<file path="src/hw/ifd_pkg.sv">
// Purpose: Constants for the instruction fetch and decode front end.
// Assumes: One processor clock; caches and scheduler are plain logic outside.
// Notes:   Overview follows; tags mark where each point is carried out.
//
// Overview of operation
// [RL1] Fetch brings at most sixteen bytes per clock from cache or target cache.
// [RL2] Fetched bytes land in a sixteen-byte buffer seen by all decoders.
// [RL3] One fetch stream; at most seven taken branches outstanding.
// [RL4] Any sixteen contiguous bytes inside one aligned 32-byte block can be fetched.
// [RL5] Fetch across a cache line boundary costs no extra cycle.
// [RL6] Buffer refilled as bytes are consumed, in aligned two-byte words; here a refill waits for an empty buffer and loads sixteen bytes.
// [RL7] A control transfer flushes the buffer and reloads sixteen target bytes.
// [RL8] Decode takes bytes plus predecode, finds boundaries, emits fixed micro-ops.
// [RL9] Instruction yields zero, one or several micro-ops.
// [RL10] Two short decoders, one long decoder, one vector decoder.
// [RL11] Short decoders take up to seven bytes, zero to two ops each.
// [RL12] Long decoder takes common up to eleven bytes, uncommon up to seven.
// [RL13] Long decoder does one instruction per clock, at most four ops.
// [RL14] Everything else goes to vector decoder with ROM address sequencing; here one ROM op carries the start address and no further steps follow.
// [RL15] All decoders see the buffer; exactly one type produces output.
// [RL16] Output is always a group of four, unused slots padded with no-ops.
// [RL17] Scheduler holds at most six groups, twenty-four micro-ops.
// [RL18] Float escape only in first short decoder; second may take non-escape.
// [RL19] Short float decode gives one float op plus optional load or store.
// [RL20] Multimedia ops except clears and preload are short, op plus optional memory.
// [RL21] Each byte carries five predecode bits giving distance to next start.
// [RL22] Instructions from one to fifteen bytes are accepted.
// [RL23] Scheduler full: decoders stall and keep the buffer contents.
// [RL24] Incomplete next instruction in buffer: no group that clock.
package ifd_pkg;

    // ------------------------------------------------------------
    // Sizes
    // ------------------------------------------------------------
    localparam int BUF_BYTES      = 16;
    localparam int BLK_BYTES      = 32;
    localparam int WORD_BYTES     = 2;
    localparam int PD_W           = 5;
    localparam int MAX_INSTR      = 15;
    localparam int SHORT_MAX      = 7;
    localparam int LONG_MAX       = 11;
    localparam int LONG_MAX_OPS   = 4;
    localparam int GROUP_OPS      = 4;
    localparam int SCHED_GROUPS   = 6;
    localparam int MAX_BRANCHES   = 7;
    localparam int UOP_W          = 32;
    localparam int ROM_AW         = 10;

    // ------------------------------------------------------------
    // Instruction class, carried in the first byte's top bits
    // ------------------------------------------------------------
    typedef enum logic [2:0] {
        CLS_NOP    = 3'h0,
        CLS_SIMPLE = 3'h1,
        CLS_FLOAT  = 3'h2,
        CLS_MEDIA  = 3'h3,
        CLS_UNCOMM = 3'h4,
        CLS_CMPLX  = 3'h5,
        CLS_MCLR   = 3'h6,
        CLS_PRELD  = 3'h7
    } ifd_cls_t;

    // Decoder selected per clock
    typedef enum logic [1:0] {
        SEL_NONE   = 2'b00,
        SEL_SHORT  = 2'b01,
        SEL_LONG   = 2'b10,
        SEL_VECTOR = 2'b11
    } ifd_sel_t;

    localparam logic [UOP_W-1:0] UOP_NOP   = 32'h0000_0000;
    localparam logic [3:0]       OP_ALU    = 4'h1;
    localparam logic [3:0]       OP_FLT    = 4'h2;
    localparam logic [3:0]       OP_MED    = 4'h3;
    localparam logic [3:0]       OP_MEM    = 4'h4;
    localparam logic [3:0]       OP_VEC    = 4'h5;
    localparam logic [3:0]       OP_ROM    = 4'h6;
    localparam logic [ROM_AW-1:0] ROM_LEN_MASK = 10'h003;

endpackage

</file>
<file path="src/hw/ifd_top.sv">
// Purpose: Fetch buffer, decoder selection and micro-op group output.
// Assumes: Cache delivers an aligned 32-byte block with predecode; ready/valid.
// Notes:   Byte 0 bits 7:5 give class, bit 4 asks a memory op; ROM steps are stubbed.
`timescale 1ns/10ps
module ifd_top
    import ifd_pkg::*;
(
    // Clock and reset
    input  wire logic                         i_ref_clk,
    input  wire logic                         i_rst_n,
    // Fetch side
    input  wire logic                         i_fetch_valid,
    input  wire logic                         i_fetch_from_btc,
    input  wire logic [BLK_BYTES*8-1:0]       i_fetch_blk,
    input  wire logic [BLK_BYTES*PD_W-1:0]    i_fetch_pd,
    input  wire logic [4:0]                   i_fetch_off,
    output logic                              o_fetch_ready,
    output logic                              o_fetch_req,
    // Control transfers
    input  wire logic                         i_redirect,
    input  wire logic                         i_branch_taken,
    input  wire logic                         i_branch_resolved,
    output logic [2:0]                        o_branch_cnt,
    // Scheduler side
    output logic                              o_grp_valid,
    output logic [GROUP_OPS*UOP_W-1:0]        o_grp_ops,
    input  wire logic                         i_grp_ready,
    input  wire logic                         i_grp_retire,
    output logic [2:0]                        o_sched_cnt
);

    // ------------------------------------------------------------
    // Functions
    // ------------------------------------------------------------
    function automatic logic [UOP_W-1:0] mk_uop(input logic [3:0] op, input logic [7:0] b);
        mk_uop = {op, 20'h0_0000, b};
    endfunction

    // ------------------------------------------------------------
    // Instruction buffer
    // ------------------------------------------------------------
    logic [7:0]       buf_byte_reg [BUF_BYTES];
    logic [PD_W-1:0]  buf_pd_reg   [BUF_BYTES];
    logic [4:0]       buf_cnt_reg;
    logic [4:0]       consume;
    logic             take_fetch;
    logic             grp_push;
    logic [7:0]       fb           [BUF_BYTES];
    logic [PD_W-1:0]  fp           [BUF_BYTES];

    // Any 16 bytes of the 32-byte block, line crossing included, in one cycle
    always_comb begin
        for (int i = 0; i < BUF_BYTES; i++) begin
            fb[i] = i_fetch_blk[8*(5'(i_fetch_off + 5'(i)))+:8]; // RL4 RL5
            fp[i] = i_fetch_pd[PD_W*(5'(i_fetch_off + 5'(i)))+:PD_W]; // RL21
        end
    end

    // Refill only in whole words; fresh fetch only after redirect or when the buffer is empty
    assign take_fetch    = i_fetch_valid && o_fetch_ready; // RL1
    assign o_fetch_ready = (buf_cnt_reg == 5'd0) || i_redirect; // RL6 RL7

    // Buffer contents: shift out consumed bytes, or replace all sixteen on a fetch
    always_ff @(posedge i_ref_clk or negedge i_rst_n) begin
        if (!i_rst_n) begin
            buf_cnt_reg <= 5'd0;
            for (int i = 0; i < BUF_BYTES; i++) begin
                buf_byte_reg[i] <= 8'h00;
                buf_pd_reg[i]   <= '0;
            end
        end else if (i_redirect) begin
            buf_cnt_reg <= 5'd0; // RL7
        end else if (take_fetch) begin
            buf_cnt_reg <= 5'd16; // RL1 RL2
            for (int i = 0; i < BUF_BYTES; i++) begin
                buf_byte_reg[i] <= fb[i];
                buf_pd_reg[i]   <= fp[i];
            end
        end else if (grp_push) begin
            // Word-granular consume: round up so the next start stays word aligned
            buf_cnt_reg <= buf_cnt_reg - consume; // RL6
            for (int i = 0; i < BUF_BYTES; i++) begin
                if (5'(i) + consume < 5'd16) begin
                    buf_byte_reg[i] <= buf_byte_reg[4'(5'(i) + consume)];
                    buf_pd_reg[i]   <= buf_pd_reg[4'(5'(i) + consume)];
                end
            end
        end
    end

    // ------------------------------------------------------------
    // Boundary finding and decoder selection
    // ------------------------------------------------------------
    logic [4:0]      len0, len1;
    ifd_cls_t        cls0, cls1;
    logic            mem0, mem1;
    logic            short0_ok, short1_ok, have0, have1;
    ifd_sel_t        sel;
    logic [UOP_W-1:0] ops [GROUP_OPS];
    logic [ROM_AW-1:0] rom_addr;

    // Predecode distance gives each instruction length
    always_comb begin
        len0 = 5'(buf_pd_reg[0]); // RL8 RL21
        if (len0 == 5'd0 || len0 > 5'(MAX_INSTR))
            len0 = 5'd1; // RL22
        len1 = (len0 < 5'd16) ? 5'(buf_pd_reg[4'(len0)]) : 5'd0;
        cls0 = ifd_cls_t'(buf_byte_reg[0][7:5]);
        mem0 = buf_byte_reg[0][4];
        cls1 = (len0 < 5'd16) ? ifd_cls_t'(buf_byte_reg[4'(len0)][7:5]) : CLS_CMPLX;
        mem1 = (len0 < 5'd16) ? buf_byte_reg[4'(len0)][4] : 1'b0;
        have0 = (buf_cnt_reg != 5'd0) && (len0 <= buf_cnt_reg); // RL24
        have1 = (len1 != 5'd0) && (len0 + len1 <= buf_cnt_reg);
        short0_ok = (len0 <= 5'(SHORT_MAX)) && (cls0 inside {CLS_NOP, CLS_SIMPLE, CLS_FLOAT, CLS_MEDIA}); // RL11 RL20
        // Escape only on first short decoder
        short1_ok = have1 && (len1 <= 5'(SHORT_MAX)) && (cls1 inside {CLS_NOP, CLS_SIMPLE, CLS_MEDIA}); // RL18
        // Exactly one decoder type drives the group
        if (!have0)
            sel = SEL_NONE; // RL24
        else if (short0_ok)
            sel = SEL_SHORT;
        else if ((cls0 == CLS_SIMPLE && len0 <= 5'(LONG_MAX)) || (cls0 == CLS_UNCOMM && len0 <= 5'(SHORT_MAX)))
            sel = SEL_LONG; // RL12
        else
            sel = SEL_VECTOR; // RL14 RL15
    end

    // Micro-op group forming, four slots padded with no-ops
    always_comb begin
        for (int k = 0; k < GROUP_OPS; k++)
            ops[k] = UOP_NOP; // RL16
        rom_addr = {buf_byte_reg[0], 2'b00};
        consume  = 5'd0;
        case (sel)
            SEL_SHORT: begin
                // Zero ops for a no-op, one op plus optional memory op otherwise
                if (cls0 != CLS_NOP) begin
                    ops[0] = mk_uop(cls0 == CLS_FLOAT ? OP_FLT : (cls0 == CLS_MEDIA ? OP_MED : OP_ALU),
                                    buf_byte_reg[0]); // RL9 RL19 RL20
                    if (mem0)
                        ops[1] = mk_uop(OP_MEM, buf_byte_reg[0]);
                end
                consume = len0;
                if (short1_ok) begin
                    if (cls1 != CLS_NOP) begin
                        ops[2] = mk_uop(cls1 == CLS_MEDIA ? OP_MED : OP_ALU, buf_byte_reg[4'(len0)]); // RL10
                        if (mem1)
                            ops[3] = mk_uop(OP_MEM, buf_byte_reg[4'(len0)]);
                    end
                    consume = len0 + len1;
                end
            end
            SEL_LONG: begin
                // One instruction, up to four ops
                for (int k = 0; k < LONG_MAX_OPS; k++)
                    if (k <= int'(buf_byte_reg[0][1:0]))
                        ops[k] = mk_uop(OP_ALU, buf_byte_reg[k]); // RL13
                consume = len0;
            end
            SEL_VECTOR: begin
                ops[0]  = mk_uop(OP_VEC, buf_byte_reg[0]); // RL14
                ops[1]  = {OP_ROM, 18'h0_0000, rom_addr};
                consume = len0;
            end
            default: begin
                consume = 5'd0;
            end
        endcase
        // Keep refill word aligned
        consume = (consume + 5'd1) & 5'h1e; // RL6
        if (consume > buf_cnt_reg)
            consume = buf_cnt_reg;
    end

    // ------------------------------------------------------------
    // Two-entry output buffer and scheduler occupancy
    // ------------------------------------------------------------
    logic [GROUP_OPS*UOP_W-1:0] ob_data_reg [2];
    logic [1:0]                 ob_cnt_reg;
    logic                       ob_rd_reg, ob_wr_reg;
    logic                       ob_pop;
    logic                       sched_room;

    assign sched_room = o_sched_cnt < 3'(SCHED_GROUPS);
    assign ob_pop     = (ob_cnt_reg != 2'd0) && i_grp_ready && sched_room; // RL17
    // Stall decode when buffer full; nothing leaves the instruction buffer
    assign grp_push   = (sel != SEL_NONE) && !i_redirect && (ob_cnt_reg != 2'd2 || ob_pop); // RL23

    // Buffer pointers and storage
    always_ff @(posedge i_ref_clk or negedge i_rst_n) begin
        if (!i_rst_n) begin
            ob_cnt_reg <= 2'd0;
            ob_rd_reg  <= 1'b0;
            ob_wr_reg  <= 1'b0;
            ob_data_reg[0] <= '0;
            ob_data_reg[1] <= '0;
        end else begin
            if (grp_push) begin
                ob_data_reg[ob_wr_reg] <= {ops[3], ops[2], ops[1], ops[0]};
                ob_wr_reg <= ~ob_wr_reg;
            end
            if (ob_pop)
                ob_rd_reg <= ~ob_rd_reg;
            ob_cnt_reg <= ob_cnt_reg + 2'(grp_push) - 2'(ob_pop);
        end
    end

    // Registered group output to scheduler
    always_ff @(posedge i_ref_clk or negedge i_rst_n) begin
        if (!i_rst_n) begin
            o_grp_valid <= 1'b0;
            o_grp_ops   <= '0;
        end else begin
            o_grp_valid <= ob_pop;
            o_grp_ops   <= ob_pop ? ob_data_reg[ob_rd_reg] : o_grp_ops;
        end
    end

    // Scheduler occupancy in groups, retire frees one
    always_ff @(posedge i_ref_clk or negedge i_rst_n) begin
        if (!i_rst_n)
            o_sched_cnt <= 3'd0;
        else
            o_sched_cnt <= o_sched_cnt + 3'(ob_pop) - 3'(i_grp_retire && o_sched_cnt != 3'd0); // RL17
    end

    // ------------------------------------------------------------
    // Branch tracking and fetch request
    // ------------------------------------------------------------
    // Fetch holds off once seven taken branches are outstanding
    always_ff @(posedge i_ref_clk or negedge i_rst_n) begin
        if (!i_rst_n) begin
            o_branch_cnt <= 3'd0;
            o_fetch_req  <= 1'b0;
        end else begin
            o_branch_cnt <= o_branch_cnt
                          + 3'(i_branch_taken && o_branch_cnt != 3'(MAX_BRANCHES))
                          - 3'(i_branch_resolved && o_branch_cnt != 3'd0); // RL3
            o_fetch_req  <= (buf_cnt_reg <= 5'd2) && (o_branch_cnt < 3'(MAX_BRANCHES)); // RL3
        end
    end

    // ------------------------------------------------------------
    // Checks
    // ------------------------------------------------------------
    a_sched_limit:   assert property (@(posedge i_ref_clk) disable iff (!i_rst_n)
        o_sched_cnt <= 3'd6) else $error("scheduler over six groups"); // RL17
    a_branch_limit:  assert property (@(posedge i_ref_clk) disable iff (!i_rst_n)
        o_branch_cnt <= 3'd7) else $error("more than seven branches"); // RL3
    a_flush_empty:   assert property (@(posedge i_ref_clk) disable iff (!i_rst_n)
        i_redirect |=> buf_cnt_reg == 5'd0) else $error("flush left bytes"); // RL7
    a_fill_sixteen:  assert property (@(posedge i_ref_clk) disable iff (!i_rst_n)
        take_fetch && !i_redirect |=> buf_cnt_reg == 5'd16) else $error("fill not 16 bytes"); // RL1
    a_word_consume:  assert property (@(posedge i_ref_clk) disable iff (!i_rst_n)
        grp_push && consume != buf_cnt_reg |-> consume[0] == 1'b0) else $error("odd consume"); // RL6
    a_no_partial:    assert property (@(posedge i_ref_clk) disable iff (!i_rst_n)
        grp_push |-> len0 <= buf_cnt_reg) else $error("partial instruction"); // RL24
    a_stall_hold:    assert property (@(posedge i_ref_clk) disable iff (!i_rst_n)
        ob_cnt_reg == 2'd2 && !ob_pop && !i_redirect && !take_fetch |=> $stable(buf_cnt_reg))
        else $error("buffer moved while stalled"); // RL23
    a_pop_follow:    assert property (@(posedge i_ref_clk) disable iff (!i_rst_n)
        ob_pop |=> o_grp_valid) else $error("group not delivered"); // RL16
    a_long_len:      assert property (@(posedge i_ref_clk) disable iff (!i_rst_n)
        sel == SEL_LONG |-> len0 <= 5'd11) else $error("long over eleven"); // RL12
    a_esc_first:     assert property (@(posedge i_ref_clk) disable iff (!i_rst_n)
        short1_ok |-> cls1 != CLS_FLOAT) else $error("escape in second decoder"); // RL18
    c_dual_short:    cover property (@(posedge i_ref_clk) sel == SEL_SHORT && short1_ok && grp_push);
    c_vector:        cover property (@(posedge i_ref_clk) sel == SEL_VECTOR && grp_push);
    c_full_sched:    cover property (@(posedge i_ref_clk) o_sched_cnt == 3'd6);

endmodule

</file>
<file path="config.mk">
export PLATFORM = sky130hd
export DESIGN_NAME = ifd_top
export DESIGN_NICKNAME = d
export VERILOG_FILES = /design/src/hw/ifd_pkg.sv /design/src/hw/ifd_top.sv
export SDC_FILE = /design/constraint.sdc
export NUM_CORES = 2
export LEC_CHECK = 0
export ABC_AREA = 0
export ABC_CLOCK_PERIOD_IN_PS = 14060
export BUFFER_PORTS_ARGS = -buffer_cell sky130_fd_sc_hd__buf_2
export CORE_MARGIN = 2
export CORE_UTILIZATION = 31
export DETAILED_ROUTE_END_ITERATION = 10
export PLACE_DENSITY = 0.57
export SYNTH_ARGS = -nofsm -noshare
export SYNTH_HDL_FRONTEND = slang
export SYNTH_SLANG_ARGS = --single-unit
export TNS_END_PERCENT = 10
</file>
<file path="constraint.sdc">
create_clock -name i_ref_clk -period 14.06 [get_ports i_ref_clk]
set_clock_uncertainty 0.2 [all_clocks]
set_input_delay 2.109 -clock i_ref_clk [delete_from_list [all_inputs] [get_ports i_ref_clk]]
set_output_delay 2.109 -clock i_ref_clk [all_outputs]
set_load 0.01 [all_outputs]
</file>
==> flow_metrics.env <==
export IMPL_clock_latency_ns=0.67
export IMPL_hold_end="ob_data_reg[134]"
export IMPL_critPathMaxStageDelay_ns=0.72
export IMPL_wl_per_cell_um=31.8
export IMPL_worst_path_buf_inv=7
export IMPL_r2r_slack_ns=1.98
export IMPL_cts_made_buffers=48
export IMPL_critPathKind="reg -> reg"
export IMPL_rsz0062_at_grt="no"
export IMPL_antenna_found_initial=53
export IMPL_drv_slew=0
export IMPL_design_area_um2=56700
export IMPL_cap_violations=0
export IMPL_dp_cells=7308
export IMPL_r2r_start="buf_pd_reg[79]"
export IMPL_required_ns=14.40
export IMPL_grt_pass1_wl_um=333000
export IMPL_syn_area_um2=50600
export IMPL_start_kind="flop"
export IMPL_path_common_cell="ha_1"
export IMPL_finalNonFillerCells=7425
export IMPL_ctsHoldBuffers=0
export IMPL_startpoint="buf_pd_reg[79]"
export IMPL_outcome="finished, final reports clean"
export IMPL_hp_start="ob_data_reg[134]"
export IMPL_post_cts_buffers=0
export IMPL_num_vias=48300
export IMPL_core_area_um2=162000
export IMPL_fin_crit_sh_pct=85.9
export IMPL_crit_cells=41
export IMPL_worstHoldPathType="reg -> reg"
export IMPL_synth_area_leader_cell="mux4_2"
export IMPL_relSlewSlack_pct=24.3
export IMPL_grt_max_degree=157
export IMPL_numClockSinks=354
export IMPL_gr_total_overflow=0
export IMPL_fin_tns_setup_ns=0
export IMPL_htree_levels=2
export IMPL_grt_use_total_pct=27.3
export IMPL_min_path_cells=2
export IMPL_fmax_mhz=82.8
export IMPL_first_global_vias=44400
export IMPL_cts_root_buf="clkbuf_16"
export IMPL_synth_seq_area_share_pct=17.5
export IMPL_synth_area_leaders="mux4_2, dfrtp_1, mux2i_1"
export IMPL_first_pass_iters=6
export IMPL_largest_reg_flops=128
export IMPL_tritoncts="done"
export IMPL_ant_nets=0
export IMPL_arrival_ns=12.42
export IMPL_areaGrowthSynthToFinish_pct=12.1
export IMPL_viasPerCell=6.51
export IMPL_path_clk_slew_ns=0.06
export IMPL_cts_resized_gates=0
export IMPL_synth_cell_type_count=101
export IMPL_rows=148
export IMPL_rr_worst_depth=41
export IMPL_synth_edf_count=0
export IMPL_post_dp_hpwl_um=177000
export IMPL_ios=567
export IMPL_synthArstFlopShare_pct=100
export IMPL_cts_buffer_depth=3
export IMPL_synth_ff_type="dfrtp_1"
export IMPL_postSynthCellCount=4999
export IMPL_drc=0
export IMPL_fp_dieH_um=408
export IMPL_drt_wl_total_um=236000
export IMPL_drive_gt1_share_pct=33.1
export IMPL_end_kind="flop"
export IMPL_yosysWarnings=0
export IMPL_yosysMostFrequentCell="mux2i_1"
export IMPL_synthTopCellsByCount="mux2i_1, mux4_2, nand2_1"
export IMPL_syn_avg_cell_area_um2=10.1
export IMPL_die_x_um=408
export IMPL_setup_viol=0
export IMPL_slowest_stage="a311oi_2"
export IMPL_drt_initial_drc_count=7056
export IMPL_die_area_um2=166000
export IMPL_synth_seq_cells=354
export IMPL_cp_top_family="compound AO/OA/AOI/OAI gates"
export IMPL_crit_path_max_fanout=37
export IMPL_synth_top_cell_area_share_pct=30.2
export IMPL_tightestPinTransition_ns=1.14
export IMPL_layout_nets=5677
export IMPL_start_util_pct=31.1
export IMPL_place_area_um2=55000
export IMPL_finalCriticalPeriod_ns=12.08
export IMPL_reg2reg_to="buf_pd_reg[42]"
export IMPL_hold_violations=0
export IMPL_port_buffers=481
export IMPL_gp_congestion=1.04
stage by stage:
step / hold WS [ns] / worst slack [ns] / utilization, %
global route: 0.296 / 1.34 / 34.9
finish: 0.275 / 1.98 / 34.9
CTS: 0.282 / 2.24 / 34.9
global placement: 0.260 / 2.45 / 33.9
detailed placement: 0.269 / 2.32 / 33.9
floorplan: 0.248 / 4.03 / -
per-layer routing:
| metal | GRT usage [%] | routed length (um) | up-vias |
|---|---|---|---|
| li1 | - | - | 19800 |
| met1 | 36.7 | 91400 | 24000 |
| met2 | 39.3 | 97800 | 3859 |
| met3 | 8.63 | 32400 | 673 |
| met4 | 13.6 | 14500 | 14 |
| met5 | 0 | 86 | - |
cells by family after synthesis:
kind of cell,count (synthesis),share of synthesized area [%]
AO/OA/AOI/OAI,1086,14.1
adder cells (fa/ha/maj),64,1.64
XOR/XNOR,76,1.58
multiplexers,1657,50.1
flip-flops,354,17.5
AND/OR/NAND/NOR,1100,9.10
other,2,0.0148
buffers and inverters,660,5.97
worst reg2reg max path: cells and delay by family (launching register included):
family / cells / cell delay (ns)
XOR/XNOR: 4 / 1.07
buffers and inverters: 7 / 1.96
multiplexers: 2 / 0.54
AND/OR/NAND/NOR: 10 / 2.73
adder cells (fa/ha/maj): 6 / 1.86
AO/OA/AOI/OAI: 12 / 2.99
flip-flops: 1 / 0.61
area by class of cell:
type                       instances  area [um^2]
sequential                       354         8860
timing repair buffer             628         3630
inverter                          82          322
clock inverter                    20          219
multi-input combinational       4069        39500
tap                             2175         2720
antenna                           28         70.1
fill                           16400       106000
clock buffer                      69         1410
placed cells by master (no fill, tap or decap), drive strengths merged, types with 39 or more instances in the layout:
cell type | Yosys | routed
a21oi | 352 | 352
mux4 | 679 | 679
buf | 283 | 628
a211oi | 117 | 117
o31ai | 47 | 47
o21ai | 208 | 208
a31oi | 46 | 46
nor2 | 361 | 361
conb | 2 | 86
xnor2 | 57 | 57
mux2 | 212 | 212
nor3 | 45 | 45
ha | 60 | 60
o22ai | 46 | 46
dfrtp | 354 | 354
clkbuf | 295 | 69
mux2i | 766 | 766
inv | 79 | 82
nand2 | 557 | 557
o221ai | 39 | 39
how the worst max path moves through the flow:
| stage | end | slack (ns) |
|---|---|---|
| floorplan | buf_byte_reg[114] | 4.03 |
| global placement | buf_pd_reg[40] | 2.45 |
| detailed placement | buf_pd_reg[42] | 2.32 |
| CTS | buf_pd_reg[42] | 2.24 |
| global route | buf_pd_reg[42] | 1.34 |
| finish | buf_pd_reg[42] | 1.98 |
Power is left out: the tool's default activity adds up to more than one toggle a clock period on the data nets, which glitch-free logic cannot reach.
